==> src/hdl/cfg_fuse_defines.svh <==
`ifndef CFG_FUSE_DEFINES_SVH
`define CFG_FUSE_DEFINES_SVH

// byte addresses in configuration space
`define ADDR_BROWNOUT_POWERUP 22'h30_0002
`define ADDR_WATCHDOG         22'h30_0003
`define ADDR_DEBUG_PROG_STACK 22'h30_0006

// implemented-bit masks (unimplemented bits read zero, ignore writes)
`define MASK_BROWNOUT_POWERUP 8'h0F
`define MASK_WATCHDOG         8'h0F
`define MASK_DEBUG_PROG_STACK 8'h85

// unprogrammed (erased) values
`define RST_BROWNOUT_POWERUP  8'h0F
`define RST_WATCHDOG          8'h0F
`define RST_DEBUG_PROG_STACK  8'h85

// decode registers while reset is held
`define RST_TRIP_LEVEL        2'h3
`define RST_POSTSCALE         8'h01

// field positions
`define POS_POWERUP_DELAY_OFF_N 0
`define POS_BROWNOUT_RESET_ON   1
`define POS_BROWNOUT_THR_LO     2
`define POS_BROWNOUT_THR_HI     3
`define POS_WATCHDOG_FUSE_ON    0
`define POS_WATCHDOG_PS_LO      1
`define POS_WATCHDOG_PS_HI      3
`define POS_STACK_FAULT_RST_ON  0
`define POS_LOW_VOLTAGE_PROG_ON 2
`define POS_DEBUG_OFF_N         7

// power-up delay: time in us, cycles at 40 MHz derived from it
`define POWERUP_DELAY_US     72
`define CORE_CLK_MHZ         40
`define POWERUP_DELAY_CYCLES (`POWERUP_DELAY_US * `CORE_CLK_MHZ)

`endif

==> src/hdl/cfg_fuse_pkg.sv <==
package cfg_fuse_pkg;

  // brown-out trip level, encoded as the fuse field
  typedef enum logic [1:0] {
    TRIP_4V5 = 2'b00,
    TRIP_4V2 = 2'b01,
    TRIP_2V7 = 2'b10,
    TRIP_2V0 = 2'b11
  } trip_level_t;

  typedef enum logic [1:0] {
    PU_IDLE,
    PU_HOLD,
    PU_DONE
  } powerup_state_t;

endpackage : cfg_fuse_pkg

==> src/hdl/fuse_cell_byte.sv <==
`timescale 1ns/1ps
`include "cfg_fuse_defines.svh"

// one configuration byte of non-volatile cells; only implemented bits store
module fuse_cell_byte #(
  parameter logic [7:0] IMPL_MASK = 8'hFF,
  parameter logic [7:0] ERASED    = 8'hFF
) (
  input  wire logic       clk,
  input  wire logic       rst_n,
  input  wire logic       wr_en,
  input  wire logic [7:0] wr_data,
  output logic      [7:0] value
);

  logic [7:0] cell_ff;
  logic [7:0] nxt_cell;

  genvar b;
  generate
    for (b = 0; b < 8; b = b + 1) begin : g_bit
      // unimplemented positions stay zero whatever is written
      always_comb begin
        if (!IMPL_MASK[b]) begin
          nxt_cell[b] = 1'b0;
        end else if (wr_en) begin
          nxt_cell[b] = wr_data[b];
        end else begin
          nxt_cell[b] = cell_ff[b];
        end
      end
    end
  endgenerate

  // reset models an erased array; real cells would hold across reset
  always_ff @(posedge clk) begin
    if (!rst_n) begin
      cell_ff <= ERASED & IMPL_MASK;
    end else begin
      cell_ff <= nxt_cell;
    end
  end

  assign value = cell_ff;

endmodule : fuse_cell_byte

==> src/hdl/config_fuse_bank.sv <==
// Function
// - threshold field 3:2 picks trip: 11=2.0V 10=2.7V 01=4.2V 00=4.5V
// - watchdog postscale field 3:1 divides by two to the code power
// - watchdog fuse one forces watchdog on, else soft enable decides
// - stack fault reset bit one lets stack full or underflow reset
// - bit 2 at 300006h enables low-voltage programming entry
// - bits 7:4 of watchdog and brown-out bytes read zero, ignore writes
// - implemented bits read one erased; programmed zero enables the power-up delay, one applies the other options
// - enabled power-up timer holds reset a fixed delay at power-up only
`timescale 1ns/1ps
`include "cfg_fuse_defines.svh"

module config_fuse_bank #(
  parameter int PU_CYCLES = `POWERUP_DELAY_CYCLES
) (
  input  wire logic        CORE_CLK,
  input  wire logic        RESETN,
  input  wire logic        POWER_ON,
  input  wire logic        TBL_WR,
  input  wire logic [21:0] TBL_ADDR,
  input  wire logic [7:0]  TBL_WDATA,
  output logic      [7:0]  TBL_RDATA,
  input  wire logic        WATCHDOG_SOFT_ON,
  input  wire logic        STACK_FAULT,
  input  wire logic        LV_PROG_REQ,
  output logic      [1:0]  BROWNOUT_TRIP_LEVEL,
  output logic             BROWNOUT_RESET_ARM,
  output logic      [7:0]  WATCHDOG_POSTSCALE,
  output logic             WATCHDOG_RUN,
  output logic             STACK_FAULT_RESET,
  output logic             LV_PROG_ENTRY,
  output logic             POWERUP_HOLD
);

  // stored bytes and their write strobes
  logic [7:0] bp_byte;
  logic [7:0] wd_byte;
  logic [7:0] ds_byte;
  logic       wr_bp;
  logic       wr_wd;
  logic       wr_ds;

  // write decode; each byte written whole by a table write
  // writes to any other address are dropped: the bank has no other cells
  assign wr_bp = TBL_WR && (TBL_ADDR == `ADDR_BROWNOUT_POWERUP);
  assign wr_wd = TBL_WR && (TBL_ADDR == `ADDR_WATCHDOG);
  assign wr_ds = TBL_WR && (TBL_ADDR == `ADDR_DEBUG_PROG_STACK);

  // brown-out / power-up byte, upper nibble unimplemented
  fuse_cell_byte #(
    .IMPL_MASK (`MASK_BROWNOUT_POWERUP),
    .ERASED    (`RST_BROWNOUT_POWERUP)
  ) u_bp (
    .clk     (CORE_CLK),
    .rst_n   (RESETN),
    .wr_en   (wr_bp),
    .wr_data (TBL_WDATA),
    .value   (bp_byte)
  );

  // watchdog byte, upper nibble unimplemented
  fuse_cell_byte #(
    .IMPL_MASK (`MASK_WATCHDOG),
    .ERASED    (`RST_WATCHDOG)
  ) u_wd (
    .clk     (CORE_CLK),
    .rst_n   (RESETN),
    .wr_en   (wr_wd),
    .wr_data (TBL_WDATA),
    .value   (wd_byte)
  );

  // debug / programming / stack byte
  // bit 7 is stored and read back only; nothing here decodes it
  fuse_cell_byte #(
    .IMPL_MASK (`MASK_DEBUG_PROG_STACK),
    .ERASED    (`RST_DEBUG_PROG_STACK)
  ) u_ds (
    .clk     (CORE_CLK),
    .rst_n   (RESETN),
    .wr_en   (wr_ds),
    .wr_data (TBL_WDATA),
    .value   (ds_byte)
  );

  // table read data, registered; unmapped addresses read zero
  // the read lags the address by one edge, like the option decodes
  logic [7:0] rdata_ff;
  logic [7:0] nxt_rdata;

  always_comb begin
    case (TBL_ADDR)
      `ADDR_BROWNOUT_POWERUP: nxt_rdata = bp_byte;
      `ADDR_WATCHDOG:         nxt_rdata = wd_byte;
      `ADDR_DEBUG_PROG_STACK: nxt_rdata = ds_byte;
      default:                nxt_rdata = 8'h00;
    endcase
  end

  // option decode from the stored bytes, registered for clean outputs
  logic [1:0] trip_ff;
  logic       bor_ff;
  logic [7:0] ps_ff;
  logic       wdrun_ff;
  logic       stk_ff;
  logic       lvp_ff;
  logic [1:0] nxt_trip;
  logic       nxt_bor;
  logic [7:0] nxt_ps;
  logic       nxt_wdrun;
  logic       nxt_stk;
  logic       nxt_lvp;
  cfg_fuse_pkg::trip_level_t trip_sel;
  logic [2:0] ps_code;

  always_comb begin
    // the trip code passes through as stored; 11 is the lowest level
    trip_sel = cfg_fuse_pkg::trip_level_t'(
      bp_byte[`POS_BROWNOUT_THR_HI:`POS_BROWNOUT_THR_LO]);
    nxt_trip = trip_sel;
    nxt_bor  = bp_byte[`POS_BROWNOUT_RESET_ON];
    ps_code  = wd_byte[`POS_WATCHDOG_PS_HI:`POS_WATCHDOG_PS_LO];
    nxt_ps   = 8'h01 << ps_code;
    // fuse forces the watchdog on; software only matters when fuse is clear
    nxt_wdrun = wd_byte[`POS_WATCHDOG_FUSE_ON] | WATCHDOG_SOFT_ON;
    // stack fault is a pulse; reset request follows it one cycle later
    nxt_stk  = STACK_FAULT & ds_byte[`POS_STACK_FAULT_RST_ON];
    // entry is refused while the fuse bit is programmed to zero
    nxt_lvp  = LV_PROG_REQ & ds_byte[`POS_LOW_VOLTAGE_PROG_ON];
  end

  always_ff @(posedge CORE_CLK) begin
    if (!RESETN) begin
      // decodes idle in reset; erased options show one edge after release
      rdata_ff <= 8'h00;
      trip_ff  <= `RST_TRIP_LEVEL;
      bor_ff   <= 1'b0;
      ps_ff    <= `RST_POSTSCALE;
      wdrun_ff <= 1'b0;
      stk_ff   <= 1'b0;
      lvp_ff   <= 1'b0;
    end else begin
      rdata_ff <= nxt_rdata;
      trip_ff  <= nxt_trip;
      bor_ff   <= nxt_bor;
      ps_ff    <= nxt_ps;
      wdrun_ff <= nxt_wdrun;
      stk_ff   <= nxt_stk;
      lvp_ff   <= nxt_lvp;
    end
  end

  // power-up timer: counts on the first power-on after reset; later power-ons are ignored
  cfg_fuse_pkg::powerup_state_t pu_state_ff;
  cfg_fuse_pkg::powerup_state_t nxt_pu_state;
  logic [31:0] pu_cnt_ff;
  logic [31:0] nxt_pu_cnt;
  logic        hold_ff;
  logic        nxt_hold;

  // last count of the hold; PU_CYCLES must be at least one, since zero
  // would wrap to the top count and hold for a very long time
  localparam logic [31:0] PU_LAST = 32'(PU_CYCLES - 1);

  always_comb begin
    nxt_pu_state = pu_state_ff;
    nxt_pu_cnt   = pu_cnt_ff;
    nxt_hold     = 1'b0;
    case (pu_state_ff)
      cfg_fuse_pkg::PU_IDLE: begin
        // active-low fuse: zero enables the delay
        if (POWER_ON && !bp_byte[`POS_POWERUP_DELAY_OFF_N]) begin
          nxt_pu_state = cfg_fuse_pkg::PU_HOLD;
          nxt_pu_cnt   = 32'h0000_0000;
          nxt_hold     = 1'b1;
        end else if (POWER_ON) begin
          // delay fuse left erased: no hold at all
          nxt_pu_state = cfg_fuse_pkg::PU_DONE;
        end
      end
      cfg_fuse_pkg::PU_HOLD: begin
        // count runs 0 .. PU_LAST, so the hold stands PU_CYCLES cycles
        if (pu_cnt_ff >= PU_LAST) begin
          nxt_pu_state = cfg_fuse_pkg::PU_DONE;
        end else begin
          nxt_pu_cnt = pu_cnt_ff + 32'h0000_0001;
          nxt_hold   = 1'b1;
        end
      end
      cfg_fuse_pkg::PU_DONE: begin
        // later power-on pulses are ignored until the next reset
        nxt_pu_state = cfg_fuse_pkg::PU_DONE; // only at power-up
      end
      default: nxt_pu_state = cfg_fuse_pkg::PU_IDLE;
    endcase
  end

  // timer state, count and hold register together; a reset rearms it
  always_ff @(posedge CORE_CLK) begin
    if (!RESETN) begin
      pu_state_ff <= cfg_fuse_pkg::PU_IDLE;
      pu_cnt_ff   <= 32'h0000_0000;
      hold_ff     <= 1'b0;
    end else begin
      pu_state_ff <= nxt_pu_state;
      pu_cnt_ff   <= nxt_pu_cnt;
      hold_ff     <= nxt_hold;
    end
  end

  // every output comes straight from a flip-flop, so no decode glitch
  // reaches the reset, watchdog or programming logic that samples it
  assign TBL_RDATA           = rdata_ff;
  assign BROWNOUT_TRIP_LEVEL = trip_ff;
  assign BROWNOUT_RESET_ARM  = bor_ff;
  assign WATCHDOG_POSTSCALE  = ps_ff;
  assign WATCHDOG_RUN        = wdrun_ff;
  assign STACK_FAULT_RESET   = stk_ff;
  assign LV_PROG_ENTRY       = lvp_ff;
  assign POWERUP_HOLD        = hold_ff;

endmodule : config_fuse_bank

==> config.mk <==
export PLATFORM = sky130hd
export DESIGN_NAME = config_fuse_bank
export DESIGN_NICKNAME = d
export VERILOG_FILES = /design/src/hdl/cfg_fuse_pkg.sv /design/src/hdl/fuse_cell_byte.sv /design/src/hdl/config_fuse_bank.sv
export VERILOG_INCLUDE_DIRS = /design/src /design/src/hdl
export SDC_FILE = /design/constraint.sdc
export NUM_CORES = 1
export LEC_CHECK = 0
export BUFFER_PORTS_ARGS = -buffer_cell sky130_fd_sc_hd__buf_2
export CAP_MARGIN = 40
export CELL_PAD_IN_SITES_DETAIL_PLACEMENT = 1
export CELL_PAD_IN_SITES_GLOBAL_PLACEMENT = 1
export CORE_ASPECT_RATIO = 1.5
export CORE_MARGIN = 5
export CORE_UTILIZATION = 45
export CTS_BUF_LIST = sky130_fd_sc_hd__clkbuf_4
export DETAILED_ROUTE_END_ITERATION = 10
export PLACE_DENSITY = 0.92
export SLEW_MARGIN = 20
export SYNTH_ARGS = -nofsm -noshare
export SYNTH_HDL_FRONTEND = slang
export SYNTH_HIERARCHICAL = 1
export SYNTH_SLANG_ARGS = --single-unit
==> constraint.sdc <==
create_clock -name CORE_CLK -period 4 [get_ports CORE_CLK]
set_clock_uncertainty 0.1 [all_clocks]
set_input_delay 0.2 -clock CORE_CLK [delete_from_list [all_inputs] [get_ports CORE_CLK]]
set_output_delay 0.2 -clock CORE_CLK [all_outputs]
set_load 0.005 [all_outputs]
==> impl_metrics.csv, run 1 <==
group,metric,value,unit
sta,timing_hold_violations_final,0,
cts,cts_setup_buffers,0,
critical_path,timing.reg2reg.setup_slack,1.49,ns
cts,clock_insertion_delay_at_the_later_pin_of_the_skew_report,0.40,ns
sta,relSlewSlack,37.97,%
final_layout,multi_input_area,1222,um2
critical_path,worst_r2r_startpoint,"pu_cnt_ff[0]",
logic_synthesis,yosysUniqueCellTypes,43,
route,num_vias,2268,
critical_path,worst_setup_path_end_kind,"flop",
grt,antenna_found_initial,0,
logic_synthesis,netlist.top_cell.by_area,"sky130_fd_sc_hd__dfxtp_1",
logic_synthesis,synth_seq_area_share,49.93,%
route,routed_via_density,5.324,
placement,place.port_buffers,56,
grt,groute.usage.overall,19.23,%
final_layout,synthToLayoutAreaGrowth,16.89,%
cts,clock_sinks,68,
route,drc,0,
critical_path,critPathArrivalTime,2.73,ns
floorplanning,pin_count,60,
power,power.net_switching,275.7,uW
hold_path,hp-start,"POWER_ON",
final_layout,layout.filler_cells,703,
cts,ctsResizeCount,0,
cts,total_cts_buffers,9,
placement,dpl-instance-area,2977,um2
grt,global_route.overflow_total,0,
route,detail_route.wirelength,6910,um
critical_path,setup.worst_path.class,"flop to flop",
final_layout,layout.area.seq,1361,um2
floorplanning,fp.coreArea,5871,um2
power,power_density,370.8,nW/um2
run_status,status,"completed",
logic_synthesis,netlist_area,2726,um2
final_layout,total_non_filler_cell_area_in_the_finished_layout,3187,um2
sta,fin_crit,2.507,ns
critical_path,start_kind,"flop",
grt,grt_pass1_wl,11540,um
route,dr.pass1.iters,4,
cts,cts.path.max_buffers,2,
final_layout,drive_above_1_share,20.34,%
logic_synthesis,post_synth_inst_count,290,
sta,final.period_utilization,62.67,%
sta,max_clock_freq,398.9,MHz
grt,grt_start_max_net_pins,50,
power,netSwitchingFraction,23.33,%
final_layout,layout.nets,390,
hold_path,hold_path_class,"input port to flop",
power,internal_power,906.1,uW
route,detail_route.wl_per_cell,16.22,um
power,fin_total_pwr,1.182,mW
cts,clk_pin_slew_worst_paths,0.11,ns
floorplanning,die_y,105.3,um
cts,root_buf_cell,"sky130_fd_sc_hd__clkbuf_4",
floorplanning,initial_core_util,46.44,%
power,total_leakage_power,1.409,nW
job,max_cap_violations,0,
sta,drv_slew,0,
final_layout,antenna-diode-count,0,
logic_synthesis,synth_async_sr_flop_share,0,%
placement,numPlacedInstances,402,
critical_path,r2r.worst_path.cells,5,
floorplanning,die_width,73.56,um
critical_path,critical_path_required,4.23,ns
logic_synthesis,ys_ff_latch,68,
power,comb_power_share,5.8,%
route,first_iter_violations,71,
placement,hpwlAfterDp,4726,um
route,antenna_viol_nets_final,0,
critical_path,reg2reg_to,"pu_cnt_ff[8]",
logic_synthesis,syn_area_per_cell,9.401,um2
placement,gp_congestion,0.7317,
critical_path,crit_fanout,21,
logic_synthesis,yosysWarnings,6,
grt,grt_pass1_vias,2516,
power,clock_power_share,36.2,%
sta,final-setup-viol-count,0,
hold_path,worstHoldPathCells,4,
final_layout,layout.core_utilization,54.28,%
sta,worst_pin_slew,0.9234,ns
sta,rsz0062_at_grt,"no",
hold_path,min_delay_worst_endpoint,"pu_state_ff[1]",
logic_synthesis,postSynth.topFlopCell,"sky130_fd_sc_hd__dfxtp_1",
power,vdd_drop_max,207.6,uV
final_layout,fin_cells,426,
sta,final_setup_tns,0,ns
logic_synthesis,synth_edf_count,0,
cts,cts_htree_levels,3,
power,seq_power_share,57.9,%
floorplanning,placement_rows,34,
floorplanning,floorplan.die_area,7748,um2
logic_synthesis,synthDominantCellAreaShare,49.93,%
logic_synthesis,top_post_synthesis_cells_by_area,"sky130_fd_sc_hd__dfxtp_1 50%, sky130_fd_sc_hd__mux2i_1 7.3%, sky130_fd_sc_hd__and3_1 5.3%",
cts,tritoncts,"yes",
final cells by class:
type / count / area share (%)
flip-flops and latches: 68 / 42.72
multi-input cells: 200 / 38.36
repair buffers: 64 / 11.31
well taps: 72 / 2.827
clock buffers: 10 / 2.356
clock inverters: 6 / 1.728
inverters: 6 / 0.7067
Yosys cell counts (2+ instances only):
library cell	count
sky130_fd_sc_hd__a21oi_1	12
sky130_fd_sc_hd__and2_1	9
sky130_fd_sc_hd__and3_1	23
sky130_fd_sc_hd__buf_4	13
sky130_fd_sc_hd__clkbuf_1	8
sky130_fd_sc_hd__clkbuf_2	2
sky130_fd_sc_hd__conb_1	3
sky130_fd_sc_hd__dfxtp_1	68
sky130_fd_sc_hd__ha_1	4
sky130_fd_sc_hd__inv_1	6
sky130_fd_sc_hd__mux2i_1	20
sky130_fd_sc_hd__nand2_1	34
sky130_fd_sc_hd__nand2b_1	7
sky130_fd_sc_hd__nand3_1	7
sky130_fd_sc_hd__nand4_1	2
sky130_fd_sc_hd__nor2_1	10
sky130_fd_sc_hd__nor2b_1	3
sky130_fd_sc_hd__nor3_1	3
sky130_fd_sc_hd__nor3b_1	3
sky130_fd_sc_hd__nor4_1	8
sky130_fd_sc_hd__o21a_1	2
sky130_fd_sc_hd__o21ai_0	12
sky130_fd_sc_hd__o31ai_1	5
sky130_fd_sc_hd__or3_1	4
sky130_fd_sc_hd__or4_1	4
per-layer routing:
metal / global-route usage (%) / part of all wire, % / up-vias
met5: 0 / 0 / -
met4: 8.031 / 2.1 / 0
met3: 4.381 / 3.5 / 10
met2: 36.48 / 57 / 56
met1: 19.11 / 37 / 1096
li1: - / - / 1106
critical path, cell delays in order, from the launching register on:
cell	delay, ns
sky130_fd_sc_hd__dfxtp_1	0.35
sky130_fd_sc_hd__ha_1	0.27
sky130_fd_sc_hd__a311o_1	0.35
sky130_fd_sc_hd__a2111o_1	0.61
sky130_fd_sc_hd__or4_1	0.58
sky130_fd_sc_hd__a21oi_1	0.18
cell families after synthesis:
group | share of synthesized area [%]
other | 0.4130
buffers and inverters | 6.608
and+or+nand+nor | 25.10
adders and majority gates | 1.836
DFF | 49.93
AOI/OAI and AO/OA | 8.766
muxes | 7.343
state kept, by name, indices dropped and copies added, names as in the netlist, 2 cells and up:
| name | cells |
|---|---|
| TBL_RDATA | 8 |
| WATCHDOG_POSTSCALE | 8 |
| pu_cnt_ff | 32 |
| BROWNOUT_TRIP_LEVEL | 2 |
| u_wd/value | 4 |
| u_ds/value | 3 |
| pu_state_ff | 2 |
| u_bp/value | 4 |
how the worst max path moves through the flow:
stage | endpoint | cells past startpoint | startpoint | slack (ns)
2_1_floorplan | pu_cnt_ff[10] | 7 | pu_cnt_ff[0] | 1.84
3_3_place_gp | pu_cnt_ff[9] | 5 | pu_cnt_ff[0] | 1.61
3_5_place_dp | pu_cnt_ff[9] | 5 | pu_cnt_ff[0] | 1.54
4_1_cts | pu_cnt_ff[8] | 5 | pu_cnt_ff[0] | 1.49
5_1_grt | pu_cnt_ff[9] | 5 | pu_cnt_ff[0] | 1.39
6_report | pu_cnt_ff[8] | 5 | pu_cnt_ff[0] | 1.49
placed cells by master, fill, tap and decap left out, types with 2 or more instances in the layout:
cell                             n
sky130_fd_sc_hd__dfxtp_1        68
sky130_fd_sc_hd__buf_2          56
sky130_fd_sc_hd__nand2_1        34
sky130_fd_sc_hd__and3_1         23
sky130_fd_sc_hd__mux2i_1        20
sky130_fd_sc_hd__conb_1         13
sky130_fd_sc_hd__a21oi_1        12
sky130_fd_sc_hd__o21ai_0        12
sky130_fd_sc_hd__nor2_1         10
sky130_fd_sc_hd__clkbuf_4       10
sky130_fd_sc_hd__and2_1          9
sky130_fd_sc_hd__nor4_1          8
sky130_fd_sc_hd__dlygate4sd3_1   8
sky130_fd_sc_hd__nand3_1         7
sky130_fd_sc_hd__nand2b_1        7
sky130_fd_sc_hd__inv_1           6
sky130_fd_sc_hd__o31ai_1         5
sky130_fd_sc_hd__or4_1           4
sky130_fd_sc_hd__or3_1           4
sky130_fd_sc_hd__ha_1            4
sky130_fd_sc_hd__nor3b_1         3
sky130_fd_sc_hd__nor3_1          3
sky130_fd_sc_hd__nor2b_1         3
sky130_fd_sc_hd__nand4_1         2
sky130_fd_sc_hd__o21a_1          2
sky130_fd_sc_hd__clkinv_2        2
sky130_fd_sc_hd__clkinv_1        2
power by group through the flow:
stage | sequential (mW) | clock, mW | combinational [mW]
floorplan | 0.700 | 0 | 0.0405
global placement | 0.699 | 0 | 0.0583
detailed placement | 0.700 | 0 | 0.0624
CTS | 0.684 | 0.439 | 0.0692
global route | 0.685 | 0.471 | 0.0781
finish | 0.684 | 0.428 | 0.0691
metrics by stage:
step | hold slack, ns | worst slack, ns
2_1_floorplan | 0.1619 | 1.842
6_report | 0.1490 | 1.493
3_5_place_dp | 0.3050 | 1.537
5_1_grt | 0.1528 | 1.388
3_3_place_gp | 0.2980 | 1.610
4_1_cts | 0.1395 | 1.492
what timing repair did:
action / CTS / global route
hold buffers: 8 / 0
setup endpoints to repair: 0 / 0
hold endpoints to repair: 14 / 0
(Power assumes the default switching activity.)
==> run 2: changes to the inputs <==
--- a/config.mk
+++ b/config.mk
@@ -12,10 +12,10 @@
 export CELL_PAD_IN_SITES_GLOBAL_PLACEMENT = 1
 export CORE_ASPECT_RATIO = 1.5
 export CORE_MARGIN = 5
-export CORE_UTILIZATION = 45
+export CORE_UTILIZATION = 38
 export CTS_BUF_LIST = sky130_fd_sc_hd__clkbuf_4
 export DETAILED_ROUTE_END_ITERATION = 10
-export PLACE_DENSITY = 0.92
+export PLACE_DENSITY = 0.84
 export SLEW_MARGIN = 20
 export SYNTH_ARGS = -nofsm -noshare
 export SYNTH_HDL_FRONTEND = slang
==> constraint.sdc (replaced) <==
create_clock -name CORE_CLK -period 2.1 [get_ports CORE_CLK]
set_clock_uncertainty 0.1 [all_clocks]
set_input_delay 0.105 -clock CORE_CLK [delete_from_list [all_inputs] [get_ports CORE_CLK]]
set_output_delay 0.105 -clock CORE_CLK [all_outputs]
set_load 0.005 [all_outputs]
==> run 2 against run 1 <==
Net effect: the run now ends with setup timing left; count of clock-buffer cells in the layout down 1; combinational power up 120%; sequential power up 90%; core utilization down 1.7 points; die area up 16%; sequential share of layout area down 5.4 points; design area up 15%; global-route usage down 2.9 points.
==> impl_metrics.csv, run 2 (same netlist as run 1, synthesis figures left out) <==
group,metric,value,unit
run_status,status,"finished with violations",
run_status,violations_in_the_final_reports,"setup timing",
final_layout,layout.filler_cells,830,
hold_path,hold_path_class,"input port to flop",
critical_path,critPathMaxStageDelay,0.50,ns
grt,global_route.overflow_total,0,
route,dr.pass1.iters,4,
floorplanning,placement_rows,37,
critical_path,crit_fanout,7,
route,num_vias,2404,
grt,grt_pass1_wl,11560,um
route,routed_via_density,5.072,
power,power_density,650.2,nW/um2
final_layout,layout.cells.most_common_list,"65 x sky130_fd_sc_hd__dfxtp_1, 56 x sky130_fd_sc_hd__buf_2, 34 x sky130_fd_sc_hd__nand2_1",
critical_path,worst-path-buf-inv,1,
sta,timing_hold_violations_final,0,
critical_path,crit_path_cell_trace,"ha_4 > a311o_1 > a2111o_1 > buf_6 > or4_4 > a21oi_2",
power,power.net_switching,614.3,uW
cts,tritoncts,"yes",
floorplanning,die_y,113.7,um
cts,root_buf_cell,"sky130_fd_sc_hd__clkbuf_4",
critical_path,start_kind,"flop",
critical_path,cp_slowest_cell,"sky130_fd_sc_hd__or4_4",
power,vdd_drop_max,383.0,uV
floorplanning,pin_count,60,
floorplanning,die_width,79.16,um
sta,max_clock_freq,429.0,MHz
placement,place.port_buffers,56,
route,drc,0,
critical_path,critPathArrivalTime,2.58,ns
final_layout,drive_above_1_share,32.83,%
sta,rsz0062_at_grt,"yes",
cts,clock_insertion_delay_at_the_later_pin_of_the_skew_report,0.42,ns
floorplanning,fp.coreArea,6944,um2
grt,grt_pass1_vias,2542,
final_layout,largest_register_ffs,32,
route,detail_route.wirelength,7431,um
sta,drv_slew,0,
floorplanning,floorplan.die_area,9004,um2
critical_path,critical_path_required,2.35,ns
critical_path,worst_r2r_startpoint,"pu_cnt_ff[0]",
final_layout,layout.nets,432,
route,first_iter_violations,48,
sta,timing.final.ws_setup,-0.2310,ns
cts,clk_pin_slew_worst_paths,0.13,ns
power,fin_total_pwr,2.376,mW
power,comb_power_share,6.5,%
final_layout,top_reg_by_flops,"pu_cnt_ff",
floorplanning,initial_core_util,39.26,%
final_layout,synthToLayoutAreaGrowth,34.05,%
power,clock_power_share,38.7,%
hold_path,hp-start,"RESETN",
power,netSwitchingFraction,25.85,%
cts,total_cts_buffers,9,
cts,clock_sinks,68,
grt,antenna_found_initial,0,
grt,groute.usage.overall,16.31,%
grt,grt_start_max_net_pins,29,
placement,gp_congestion,0.7620,
power,total_leakage_power,1.644,nW
placement,pre_cts_slack,-0.1803,ns
job,max_cap_violations,0,
power,seq_power_share,54.8,%
sta,final-setup-viol-count,11,
cts,cts_htree_levels,3,
critical_path,worst_setup_path_end_kind,"flop",
critical_path,crit_path_start,"pu_cnt_ff[0]",
sta,fin_crit,2.331,ns
route,antenna_viol_nets_final,0,
final_layout,antenna-diode-count,0,
final_layout,layout.cells.most_common,"sky130_fd_sc_hd__dfxtp_1",
route,detail_route.wl_per_cell,15.68,um
critical_path,critical-path-top-delay-family,"compound AO/OA/AOI/OAI gates",
placement,hpwlAfterDp,5126,um
sta,final.period_utilization,111.0,%
cts,cts.path.max_buffers,2,
critical_path,setup.worst_path.class,"flop to flop",
power,internal_power,1.762,mW
run 2: what timing repair did:
item / in CTS / in global routing
hold buffers: 13 / 0
setup endpoints to repair: 9 / 13
hold endpoints to repair: 15 / 0
cloned: 0 / 0
pin swaps: 3 / 11
buffers inserted: 3 / 4
gates resized for setup: 4 / 21
run 2: final cells by class:
class	instances	area [um2]	area share (%)
timing repair buffer	106	703.2	19.24
clock inverter	7	83.83	2.294
multi-input combinational	200	1315	35.98
inverter	6	22.52	0.6162
clock buffer	9	67.56	1.849
tap	78	97.59	2.670
sequential	68	1365	37.35
run 2: metrics by stage:
stage / util (%) / hold WS [ns] / area [um2] / cells / setup TNS, ns
after CTS: 50.92 / 0.004956 / 3536 / 470 / -1.018
after detailed placement: 46.38 / 0.2089 / 3221 / 438 / -0.9114
after global routing: 52.63 / 0.02322 / 3655 / 474 / -2.449
final: 52.63 / 0.03964 / 3655 / 474 / -1.876
after global placement: 46.38 / 0.2038 / 3221 / 438 / -0.3838
after floorplan: - / 0.06694 / 2775 / 300 / -0.04480
run 2: power groups by stage:
stage	clock network (mW)	logic, mW	registers (mW)
floorplan	0	0.0772	1.33
global placement	0	0.129	1.33
detailed placement	0	0.135	1.33
CTS	0.940	0.152	1.30
global route	1.00	0.174	1.30
finish	0.920	0.154	1.30
run 2: per-layer routing:
metal  global-route usage (%)  share of wire [%]
met1                    16.24                 38
met2                    30.71                 56
met3                    3.633                3.9
met4                    8.716                2.5
met5                        0                  0
run 2: path summary, 6_finish.rpt:
kind,to,slack [ns],cells past startpoint
max,pu_cnt_ff[7],-0.23,6
min,POWERUP_HOLD,0.04,2
max reg2reg,pu_cnt_ff[7],-0.23,6
min reg2reg,BROWNOUT_TRIP_LEVEL[1],0.40,1
